==> src/include/nvmsr_params.svh <==
// Timing counts and widths for the nonvolatile SRAM host controller
`ifndef NVMSR_PARAMS_SVH
`define NVMSR_PARAMS_SVH
`define NVMSR_CLK_MHZ 40
`define NVMSR_ADDR_W 9
`define NVMSR_DATA_W 8
// Access phase time in ns, then cycles rounded up
`define NVMSR_ACCESS_NS 50
`define NVMSR_ACCESS_CYC ((`NVMSR_ACCESS_NS * `NVMSR_CLK_MHZ + 999) / 1000)
// Nonvolatile initiation hold in ns
`define NVMSR_INIT_NS 20
`define NVMSR_INIT_CYC ((`NVMSR_INIT_NS * `NVMSR_CLK_MHZ + 999) / 1000)
// Longest store in ms, longest recall in us, power-up reload in us
`define NVMSR_STORE_MS 10
`define NVMSR_STORE_CYC (`NVMSR_STORE_MS * `NVMSR_CLK_MHZ * 1000)
`define NVMSR_RECALL_US 20
`define NVMSR_RECALL_CYC (`NVMSR_RECALL_US * `NVMSR_CLK_MHZ)
`define NVMSR_RELOAD_US 550
`define NVMSR_RELOAD_CYC (`NVMSR_RELOAD_US * `NVMSR_CLK_MHZ)
`define NVMSR_CNT_W 20
`endif

==> src/include/nvmsr_pkg.sv <==
// Types for the nonvolatile SRAM host controller
package nvmsr_pkg;
  typedef enum logic [2:0] {
    NVMSR_CMD_READ = 3'h0,
    NVMSR_CMD_WRITE = 3'h1,
    NVMSR_CMD_STORE = 3'h2,
    NVMSR_CMD_RECALL = 3'h3
  } nvmsr_cmd_type;
  // Active-low strobes toward the memory
  typedef struct packed {
    logic chip_sel_n;
    logic write_n;
    logic out_gate_n;
    logic nonvolatile_xfer_n;
  } nvmsr_strobe_type;
  typedef enum logic [6:0] {
    NVMSR_ST_BOOT = 7'h01,
    NVMSR_ST_IDLE = 7'h02,
    NVMSR_ST_SETUP = 7'h04,
    NVMSR_ST_ACCESS = 7'h08,
    NVMSR_ST_INIT = 7'h10,
    NVMSR_ST_WAIT = 7'h20,
    NVMSR_ST_END = 7'h40
  } nvmsr_state_type;
endpackage

==> src/rtl/nvmsr_host.sv <==
// Host controller driving the strobes, address and data of a nonvolatile SRAM
// Functional notes
// - Host holds write strobe high in reads and low in writes.
// - Host keeps transfer strobe high throughout ordinary reads and writes.
// - Host ends initiation by raising all strobes at once; memory accepts it.
// - For a write-started store, gate is already high when transfer falls.
`include "nvmsr_params.svh"
module nvmsr_host
  import nvmsr_pkg::*;
#(
  parameter int unsigned STORE_CYC = `NVMSR_STORE_CYC,
  parameter int unsigned RECALL_CYC = `NVMSR_RECALL_CYC,
  parameter int unsigned RELOAD_CYC = `NVMSR_RELOAD_CYC
) (
  input wire logic clk,
  input wire logic sys_rst,
  input wire logic req_valid,
  input wire nvmsr_cmd_type req_cmd,
  input wire logic [`NVMSR_ADDR_W-1:0] req_addr,
  input wire logic [`NVMSR_DATA_W-1:0] req_wdata,
  output logic req_ready,
  output logic rsp_valid,
  output logic [`NVMSR_DATA_W-1:0] rsp_rdata,
  output nvmsr_strobe_type mem_strobe,
  output logic [`NVMSR_ADDR_W-1:0] mem_addr,
  output logic [`NVMSR_DATA_W-1:0] mem_dq_out,
  output logic mem_dq_oe_n,
  input wire logic [`NVMSR_DATA_W-1:0] mem_dq_in
);
  localparam logic [`NVMSR_CNT_W-1:0] ACC_N = `NVMSR_CNT_W'(`NVMSR_ACCESS_CYC);
  localparam logic [`NVMSR_CNT_W-1:0] INIT_N = `NVMSR_CNT_W'(`NVMSR_INIT_CYC);
  localparam nvmsr_strobe_type IDLE_STB = '{1'b1, 1'b1, 1'b1, 1'b1};

  nvmsr_state_type state_reg;
  nvmsr_cmd_type cmd_reg;
  logic [`NVMSR_CNT_W-1:0] cnt_reg;

  always_ff @(posedge clk) begin
    if (sys_rst) begin
      state_reg <= NVMSR_ST_BOOT;
      cnt_reg <= `NVMSR_CNT_W'(RELOAD_CYC);
      cmd_reg <= NVMSR_CMD_READ;
      mem_strobe <= IDLE_STB;
      mem_addr <= '0;
      mem_dq_out <= '0;
      mem_dq_oe_n <= 1'b1;
      req_ready <= 1'b0;
      rsp_valid <= 1'b0;
      rsp_rdata <= '0;
    end else begin
      rsp_valid <= 1'b0;
      case (state_reg)
        NVMSR_ST_BOOT: begin
          if (cnt_reg <= `NVMSR_CNT_W'(1)) begin
            state_reg <= NVMSR_ST_IDLE;
            req_ready <= 1'b1;
          end else begin
            cnt_reg <= cnt_reg - `NVMSR_CNT_W'(1);
          end
        end
        NVMSR_ST_IDLE: begin
          if (req_valid) begin
            req_ready <= 1'b0;
            cmd_reg <= req_cmd;
            mem_addr <= req_addr;
            mem_dq_out <= req_wdata;
            // Address settles one cycle before any strobe
            state_reg <= NVMSR_ST_SETUP;
          end
        end
        NVMSR_ST_SETUP: begin
          cnt_reg <= ACC_N;
          case (cmd_reg)
            NVMSR_CMD_READ: begin
              // Read selection, write and transfer high
              mem_strobe <= '{1'b0, 1'b1, 1'b0, 1'b1};
              state_reg <= NVMSR_ST_ACCESS;
            end
            NVMSR_CMD_WRITE: begin
              // Gate kept high to avoid bus contention
              mem_strobe <= '{1'b0, 1'b0, 1'b1, 1'b1};
              mem_dq_oe_n <= 1'b0;
              state_reg <= NVMSR_ST_ACCESS;
            end
            NVMSR_CMD_STORE: begin
              // Gate high, transfer and select low; write falls last
              mem_strobe <= '{1'b0, 1'b1, 1'b1, 1'b0};
              // One extra cycle: the first only lowers the write strobe
              cnt_reg <= INIT_N + `NVMSR_CNT_W'(1);
              state_reg <= NVMSR_ST_INIT;
            end
            default: begin
              mem_strobe <= '{1'b0, 1'b1, 1'b0, 1'b0};
              cnt_reg <= INIT_N;
              state_reg <= NVMSR_ST_INIT;
            end
          endcase
        end
        NVMSR_ST_ACCESS: begin
          if (cnt_reg <= `NVMSR_CNT_W'(1)) begin
            // Data still driven as write strobe rises
            if (cmd_reg == NVMSR_CMD_READ) begin
              rsp_rdata <= mem_dq_in;
            end
            mem_strobe <= IDLE_STB;
            state_reg <= NVMSR_ST_END;
          end else begin
            cnt_reg <= cnt_reg - `NVMSR_CNT_W'(1);
          end
        end
        NVMSR_ST_INIT: begin
          // Hold selection the initiation time, then release
          if (cnt_reg <= `NVMSR_CNT_W'(1)) begin
            mem_strobe <= IDLE_STB;
            cnt_reg <= (cmd_reg == NVMSR_CMD_STORE) ? `NVMSR_CNT_W'(STORE_CYC)
                                                    : `NVMSR_CNT_W'(RECALL_CYC);
            state_reg <= NVMSR_ST_WAIT;
          end else begin
            // Write strobe falls last, completing the store selection
            if (cmd_reg == NVMSR_CMD_STORE) begin
              mem_strobe.write_n <= 1'b0;
            end
            cnt_reg <= cnt_reg - `NVMSR_CNT_W'(1);
          end
        end
        NVMSR_ST_WAIT: begin
          // Idle strobes for the longest cycle time
          if (cnt_reg <= `NVMSR_CNT_W'(1)) begin
            state_reg <= NVMSR_ST_END;
          end else begin
            cnt_reg <= cnt_reg - `NVMSR_CNT_W'(1);
          end
        end
        default: begin
          mem_dq_oe_n <= 1'b1;
          rsp_valid <= 1'b1;
          req_ready <= 1'b1;
          state_reg <= NVMSR_ST_IDLE;
        end
      endcase
    end
  end

  // Write strobe matches the access kind
  a_write_level: assert property (@(posedge clk) disable iff (sys_rst)
    (state_reg == NVMSR_ST_ACCESS) |-> (mem_strobe.write_n == (cmd_reg != NVMSR_CMD_WRITE)))
    else $error("write strobe wrong during access");
  // Transfer strobe high in ordinary access
  a_xfer_high: assert property (@(posedge clk) disable iff (sys_rst)
    (state_reg == NVMSR_ST_ACCESS) |-> mem_strobe.nonvolatile_xfer_n)
    else $error("transfer strobe low in access");
  a_boot_idle: assert property (@(posedge clk) disable iff (sys_rst)
    (state_reg == NVMSR_ST_BOOT) |-> (mem_strobe.chip_sel_n && !req_ready))
    else $error("access during reload");
  // Data driven while the write strobe is low and transfer is high
  a_write_data: assert property (@(posedge clk) disable iff (sys_rst)
    !mem_strobe.write_n && mem_strobe.nonvolatile_xfer_n |-> !mem_dq_oe_n)
    else $error("write without data drive");
  // Gate high whenever store selection stands
  a_store_gate: assert property (@(posedge clk) disable iff (sys_rst)
    (!mem_strobe.nonvolatile_xfer_n && cmd_reg == NVMSR_CMD_STORE) |-> mem_strobe.out_gate_n)
    else $error("gate low during store start");
  // Initiation ends with all strobes high
  a_init_end: assert property (@(posedge clk) disable iff (sys_rst)
    (state_reg == NVMSR_ST_INIT) ##1 (state_reg == NVMSR_ST_WAIT) |-> (mem_strobe == IDLE_STB))
    else $error("strobes held after initiation");
  a_wait_quiet: assert property (@(posedge clk) disable iff (sys_rst)
    (state_reg == NVMSR_ST_WAIT) |-> (mem_strobe == IDLE_STB && mem_dq_oe_n))
    else $error("activity during store or recall");
  // Response follows a deselected end cycle
  a_resp_end: assert property (@(posedge clk) disable iff (sys_rst)
    (state_reg == NVMSR_ST_END) |=> (rsp_valid && req_ready && mem_strobe.chip_sel_n))
    else $error("end cycle response missing");
  // Write and transfer low only inside a full store selection
  a_store_select: assert property (@(posedge clk) disable iff (sys_rst)
    (!mem_strobe.write_n && !mem_strobe.nonvolatile_xfer_n) |-> (!mem_strobe.chip_sel_n && mem_strobe.out_gate_n))
    else $error("incomplete store selection");
  // Full selection stood just before the transfer strobe rises
  a_init_hold: assert property (@(posedge clk) disable iff (sys_rst)
    $rose(mem_strobe.nonvolatile_xfer_n) |-> ($past(mem_strobe) == ((cmd_reg == NVMSR_CMD_STORE) ? 4'b0010 : 4'b0100)))
    else $error("initiation not held");
  // Data still driven when the write strobe rises
  a_write_end: assert property (@(posedge clk) disable iff (sys_rst)
    (cmd_reg == NVMSR_CMD_WRITE && $rose(mem_strobe.write_n)) |-> !mem_dq_oe_n)
    else $error("data released before write end");
  a_ready_idle: assert property (@(posedge clk) disable iff (sys_rst)
    req_ready |-> (mem_strobe == IDLE_STB && mem_dq_oe_n))
    else $error("ready while memory selected");
  // No host drive while the memory answers a read
  a_read_nodrive: assert property (@(posedge clk) disable iff (sys_rst)
    (state_reg == NVMSR_ST_ACCESS && cmd_reg == NVMSR_CMD_READ) |-> mem_dq_oe_n)
    else $error("host drives data in read");
  // Gate and transfer low only with write strobe high
  a_recall_write: assert property (@(posedge clk) disable iff (sys_rst)
    (!mem_strobe.out_gate_n && !mem_strobe.nonvolatile_xfer_n) |-> mem_strobe.write_n)
    else $error("write low in recall selection");
  a_rsp_pulse: assert property (@(posedge clk) disable iff (sys_rst)
    rsp_valid |=> !rsp_valid)
    else $error("response longer than one cycle");
  // Address and data steady while selected
  a_addr_stable: assert property (@(posedge clk) disable iff (sys_rst)
    !mem_strobe.chip_sel_n |-> ($stable(mem_addr) && $stable(mem_dq_out)))
    else $error("address or data moved while selected");
endmodule

==> config.mk <==
export PLATFORM = sky130hd
export DESIGN_NAME = nvmsr_host
export DESIGN_NICKNAME = d
export VERILOG_FILES = /design/src/include/nvmsr_pkg.sv /design/src/rtl/nvmsr_host.sv
export VERILOG_INCLUDE_DIRS = /design/src /design/src/include
export SDC_FILE = /design/constraint.sdc
export NUM_CORES = 1
export LEC_CHECK = 0
export ABC_AREA = 1
export CORE_MARGIN = 2
export CORE_UTILIZATION = 32
export DETAILED_ROUTE_END_ITERATION = 10
export DONT_BUFFER_PORTS = 1
export GPL_ROUTABILITY_DRIVEN = 1
export SYNTH_ARGS = -nofsm -noshare
export SYNTH_HDL_FRONTEND = slang
export SYNTH_SLANG_ARGS = --single-unit
export TNS_END_PERCENT = 50
==> constraint.sdc <==
create_clock -name clk -period 2.5 [get_ports clk]
set_input_delay 0.25 -clock clk [delete_from_list [all_inputs] [get_ports clk]]
set_output_delay 0.25 -clock clk [all_outputs]
set_load 0.02 [all_outputs]
==> Word-level counts from Yosys, hierarchy flattened <==
Cells that the tools add are included.
W data, S select, Z words.
{ "op_classes": {"add_sub_neg": 1, "magnitude_cmp": 1, "eq_ne": 16, "muxes": 23, "n_bitwise": 2, "reduce_logical": 18} }
{ "ops": {"columns": ["cell", "count"], "rows": [
  ["$pmux W20 S3", 1],
  ["$mux W20", 2],
  ["$pmux W7 S5", 1],
  ["$mux W7", 4],
  ["$le A20 B1 Y1 const B", 1],
  ["$sub A20 B1 Y20 const B", 1],
  ["$mux W19", 1],
  ["$ne A2 B2 Y1 const B", 6],
  ["$pmux W4 S3", 1],
  ["$reduce_and A3 Y1", 4],
  ["$pmux W3 S3", 1],
  ["$eq A7 B1 Y1 const B", 1],
  ["$eq A7 B2 Y1 const B", 1],
  ["$eq A7 B3 Y1 const B", 1],
  ["$eq A7 B4 Y1 const B", 1],
  ["$eq A7 B5 Y1 const B", 1],
  ["$eq A7 B6 Y1 const B", 1],
  ["$mux W1", 6],
  ["$reduce_and A2 Y1", 3],
  ["$reduce_bool A3 Y1", 2],
  ["$reduce_or A3 Y1", 2],
  ["$reduce_or A6 Y1", 1],
  ["$mux W5", 1],
  ["$reduce_or A5 Y1", 1],
  ["other kinds (13)", 16]
]} }
{ "word_totals": {"reg_bits": 62, "inputBits": 31, "output_inout_bits": 32, "elab_cells": 74} }

==> Logic depth before layout (Yosys ltp) <==
{ "logic_depth": {"ltp_word": 4, "ltp_mapped": 14} }

==> Worst setup path before layout <==
Ideal clock, no wire load.
{ "synth_timing": {"path_type": "flip-flop to flip-flop", "from": "register cnt_reg[0]", "to": "register rsp_rdata[2]", "arrival_ns": 1.579, "required_time_ns": 2.358, "path_slack_ns": 0.779, "path_stages_with_launch": 11, "path_cell_list": "dfxtp_1 -> inv_1 -> ha_1 -> o21ai_0 -> nor2_1 -> nand3_4 -> nor2_2 -> nand3_2 -> buf_6 -> nor2_1 -> a211oi_2"} }
{ "synth_between": {"elab_chain_cells": 2} }
{ "synth_lines": {"columns": ["element", "line_no", "rtl"], "rows": [
  ["start: declaration", "nvmsr_host.sv:36", "logic [`NVMSR_CNT_W-1:0] cnt_reg;"],
  ["start signal: assignment", "nvmsr_host.sv:41", "cnt_reg <= `NVMSR_CNT_W'(RELOAD_CYC);"],
  ["start signal: assignment", "nvmsr_host.sv:58", "cnt_reg <= cnt_reg - `NVMSR_CNT_W'(1);"],
  ["start signal: assignment", "nvmsr_host.sv:89", "cnt_reg <= INIT_N + `NVMSR_CNT_W'(1);"],
  ["$le A20 B1 Y1", "nvmsr_host.sv:100", "if (cnt_reg <= `NVMSR_CNT_W'(1)) begin"],
  ["$reduce_and A3 Y1 (no source line)", null, null],
  ["end signal: assignment", "nvmsr_host.sv:103", "rsp_rdata <= mem_dq_in;"],
  ["end: declaration", "nvmsr_host.sv:23", "output logic [`NVMSR_DATA_W-1:0] rsp_rdata,"]
]} }
No other way between the ends.
A chain may end at the register's enable or synchronous reset.

==> Worst setup path after layout <==
{ "layout_timing": {"from": "register state_reg[5]", "to": "register cnt_reg[11]"} }
{ "layout_between": {"elab_chain_cells": 4} }
{ "layout_lines": {"columns": ["element", "line_no", "rtl"], "rows": [
  ["start: declaration", "nvmsr_host.sv:34", "nvmsr_state_type state_reg;"],
  ["start signal: assignment", "nvmsr_host.sv:40", "state_reg <= NVMSR_ST_BOOT;"],
  ["start signal: assignment", "nvmsr_host.sv:55", "state_reg <= NVMSR_ST_IDLE;"],
  ["start signal: assignment", "nvmsr_host.sv:68", "state_reg <= NVMSR_ST_SETUP;"],
  ["$eq A7 B6 Y1, or another cell as far along", "nvmsr_host.sv:52", "case (state_reg)"],
  ["$reduce_or A3 Y1 (no source line)", null, null],
  ["$ne A2 B2 Y1 (no source line) or $reduce_bool A3 Y1 (tied branches)", null, null],
  ["$reduce_and A2 Y1 (no source line)", null, null]
]} }
Parallel ways exist; a longest one is shown, timed or not.

==> impl_metrics.csv <==
group,metric,value,unit
setup_path,startpoint_type,"flop",
min_path,worst_hold_path.num_cells,2,
synthesis,netlist_top_cells_area,"sky130_fd_sc_hd__dfxtp_1, sky130_fd_sc_hd__nand2_1, sky130_fd_sc_hd__nor2_1, sky130_fd_sc_hd__nand3_1, sky130_fd_sc_hd__inv_1",
setup_path,path_depth,9,
place,pre_cts_slack,0.481,ns
place,post_dp_cell_area,3330,sq um
timing,period_needed,2.06,ns
cells_and_area,layout_common_cells,"sky130_fd_sc_hd__nand2_1, sky130_fd_sc_hd__nor2_1, sky130_fd_sc_hd__dfxtp_1, sky130_fd_sc_hd__inv_1, sky130_fd_sc_hd__nand3_1",
cts,post_cts_sizing,0,
global_routing,grt_antenna_before_repair,0,
synthesis,yosysTopAreaCell,"sky130_fd_sc_hd__dfxtp_1",
setup_path,cp.arrival,2.30,ns
detailed_routing,top_signal_layer_used,"met4",
cells_and_area,area_growth,10.0,%
min_path,min_from,"req_wdata[5]",
setup_path,worst-endpoint-required,2.74,ns
setup_path,worstPathBufferInverterCount,2,
floorplan,core_region_area,9820,sq um
detailed_routing,met2_length,3760,microns
cts,ctsLongestPathBuffers,2,
global_routing,grt_first_pass_wirelength,13800,microns
synthesis,synthDistinctLibCells,35,
detailed_routing,routedLengthMet1,3720,microns
cts,cts_post_setup_buffers_inserted,0,
run,drv_cap,0,
detailed_routing,drc_errors,0,
detailed_routing,detailroute.wirelength.met3,729,microns
timing,tightest_slew,0.697,ns
global_routing,grtUsageTotal,0.157,
global_routing,grt_max_degree,39,
global_routing,first_global_vias,2911,
floorplan,die-height,105,microns
cts,tritoncts,"built",
synthesis,post_synth.cell_area_avg,6.78,sq um
min_path,min-delay-path-class,"input pin to flop",
timing,grt_setup_unrepaired,"no",
place,number_of_placed_cells_counting_well_taps,596,
cells_and_area,layout.cells.most_common,"sky130_fd_sc_hd__nand2_1",
timing,maxClockFrequency,0.485,GHz
power_and_ir_drop,ir_worst_vdd,0.000268,V
cts,clock_tree.htree_level_count,3,
cells_and_area,fillerInstances,1084,
cts,clock-sinks,62,
timing,final-setup-viol-count,0,
detailed_routing,tritonroute_pass_1_iters,5,
power_and_ir_drop,p_total,2960,uW
cells_and_area,final_layout_size_suffix_gt1_frac,0.0977,
synthesis,mappedNetlistArea,3240,sq um
timing,tns,0,ns
place,dp_hpwl,5900,microns
setup_path,critPathMaxFanout,20,
detailed_routing,route.detailed.vias_per_inst,5.06,
place,io_buffers,0,
detailed_routing,dr_total_vias,3106,
detailed_routing,post_drt_wl_per_cell,13.6,microns
setup_path,r2r-start,"state_reg[5]",
place,finalWeightedCongestion,0.985,
cells_and_area,final_cell_area,3560,sq um
cts,holdBufCountCts,2,
cells_and_area,diodes,0,
timing,max-slew-margin-rel,0.534,
floorplan,dieArea,10900,sq um
setup_path,cp-startpoint,"state_reg[5]",
synthesis,synth-warning-count,0,
setup_path,worst-setup-path-type,"flop to flop",
setup_path,crit_path_frequent_cell,"sky130_fd_sc_hd__nor2_1",
cts,ctsRootBufferMaster,"sky130_fd_sc_hd__clkbuf_8",
synthesis,synth_sequential_area_ratio,0.383,
synthesis,postSynthRegisterBits,62,
cts,skew_pair_late_insertion_delay,0.36,ns
setup_path,cp_slowest_stage_delay,0.38,ns
synthesis,fraction_of_synthesized_cell_area_taken_by_the_top_area_cell_type,0.383,
timing,setup_ws,0.438,ns
cts,cts_buffers,9,
cells_and_area,finalNetCount,509,
floorplan,rows,36,
floorplan,io_pins,63,
timing,finClkSkew,0.0117,ns
detailed_routing,first_iter_violations,166,
timing,finalCritPeriodShare,0.825,
timing,timing.final.hold_violations,0,
setup_path,endpoint_kind,"flop",
cells_and_area,largest_register_ffs,20,
power_and_ir_drop,p_leak,0.00146,uW
detailed_routing,finalWirelength,8370,microns
setup_path,critical-path-top-delay-family,"simple AND/OR/NAND/NOR gates",
cells_and_area,final_cell_count_no_fill,614,
floorplan,initial_utilization,0.330,
setup_path,worstRegToRegCells,9,
setup_path,worstPathCellList,"inv_1 > nand2_1 > nor2_1 > nor2_1 > nand3_2 > nand2_4 > inv_4 > o21ai_0 > a21oi_1",
synthesis,syn_nets,511,
timing,slew_violations,0,
global_routing,grt.overflow.total,0,
power_and_ir_drop,powerDensity,832,nW/um^2
synthesis,synthesis.instances,478,
status,run_status,"completed",
detailed_routing,antenna_violating_nets_post_route,0,
setup_path,worst_path_max_delay_cell,"sky130_fd_sc_hd__dfxtp_1",
floorplan,die-width,105,microns
cts,clkSlewWorstSetupHoldPaths,0.08,ns
## Yosys cell counts, drive strengths merged
library cell	instances
clkbuf	11
ha	2
a211oi	8
nor3	5
nor2	78
nand3	49
dfxtp	62
nand2	111
clkinv	1
nand4	8
o211ai	1
a21oi	42
o21ai	20
buf	6
o2111ai	3
a22oi	1
xor2	6
o21bai	2
nand3b	1
o22ai	1
xnor2	1
or2	1
inv	58
## path summary, 6_finish.rpt
check | slack [ns] | endpoint
max | 0.44 | cnt_reg[11]
min | 0.05 | mem_dq_out[5]
max reg2reg | 0.44 | cnt_reg[11]
min reg2reg | 0.49 | cmd_reg[2]
## worst register-to-register path, delay by kind of cell (launching register included)
kind	cells	cell delay, ns
AND/OR/NAND/NOR	5	1.10
buffers and inverters	2	0.22
AO/OA/AOI/OAI	2	0.25
flip-flops	1	0.38
## cell families (layout without fill, tap and decap cells)
logic type | after synthesis | in the layout | synth area share
simple gates | 253 | 253 | 0.343
compound gates | 78 | 78 | 0.148
buf+inv | 76 | 79 | 0.0989
flops | 62 | 62 | 0.383
xor+xnor | 7 | 7 | 0.0189
fa+ha+maj | 2 | 2 | 0.00772
## area by class of cell
type,instances,area [sq um],share of cell area
clock inverters,7,80.1,0.0225
flip-flops and latches,62,1240,0.348
well taps,133,166,0.0467
inverters,59,229,0.0643
multi-input cells,340,1680,0.471
repair buffers,4,45.0,0.0126
clock buffers,9,124,0.0348
## metrics by stage
| step | hold WS [ns] | utilization |
|---|---|---|
| after floorplan | 0.418 | - |
| after global placement | 0.322 | 0.339 |
| after detailed placement | 0.323 | 0.339 |
| after CTS | 0.0314 | 0.363 |
| after global routing | 0.0326 | 0.363 |
| final | 0.0490 | 0.363 |
## routing by layer
metal / up-vias / GRT usage
met5: - / 0
met4: 0 / 0.0733
met3: 12 / 0.0512
met2: 135 / 0.246
met1: 1415 / 0.195
li1: 1544 / -
## where the power goes
| group | internal [uW] | switching [uW] |
|---|---|---|
| Clock | 472 | 443 |
| Sequential | 1090 | 140 |
| Combinational | 268 | 547 |
No activity file was read; power rests on OpenSTA's default activity.
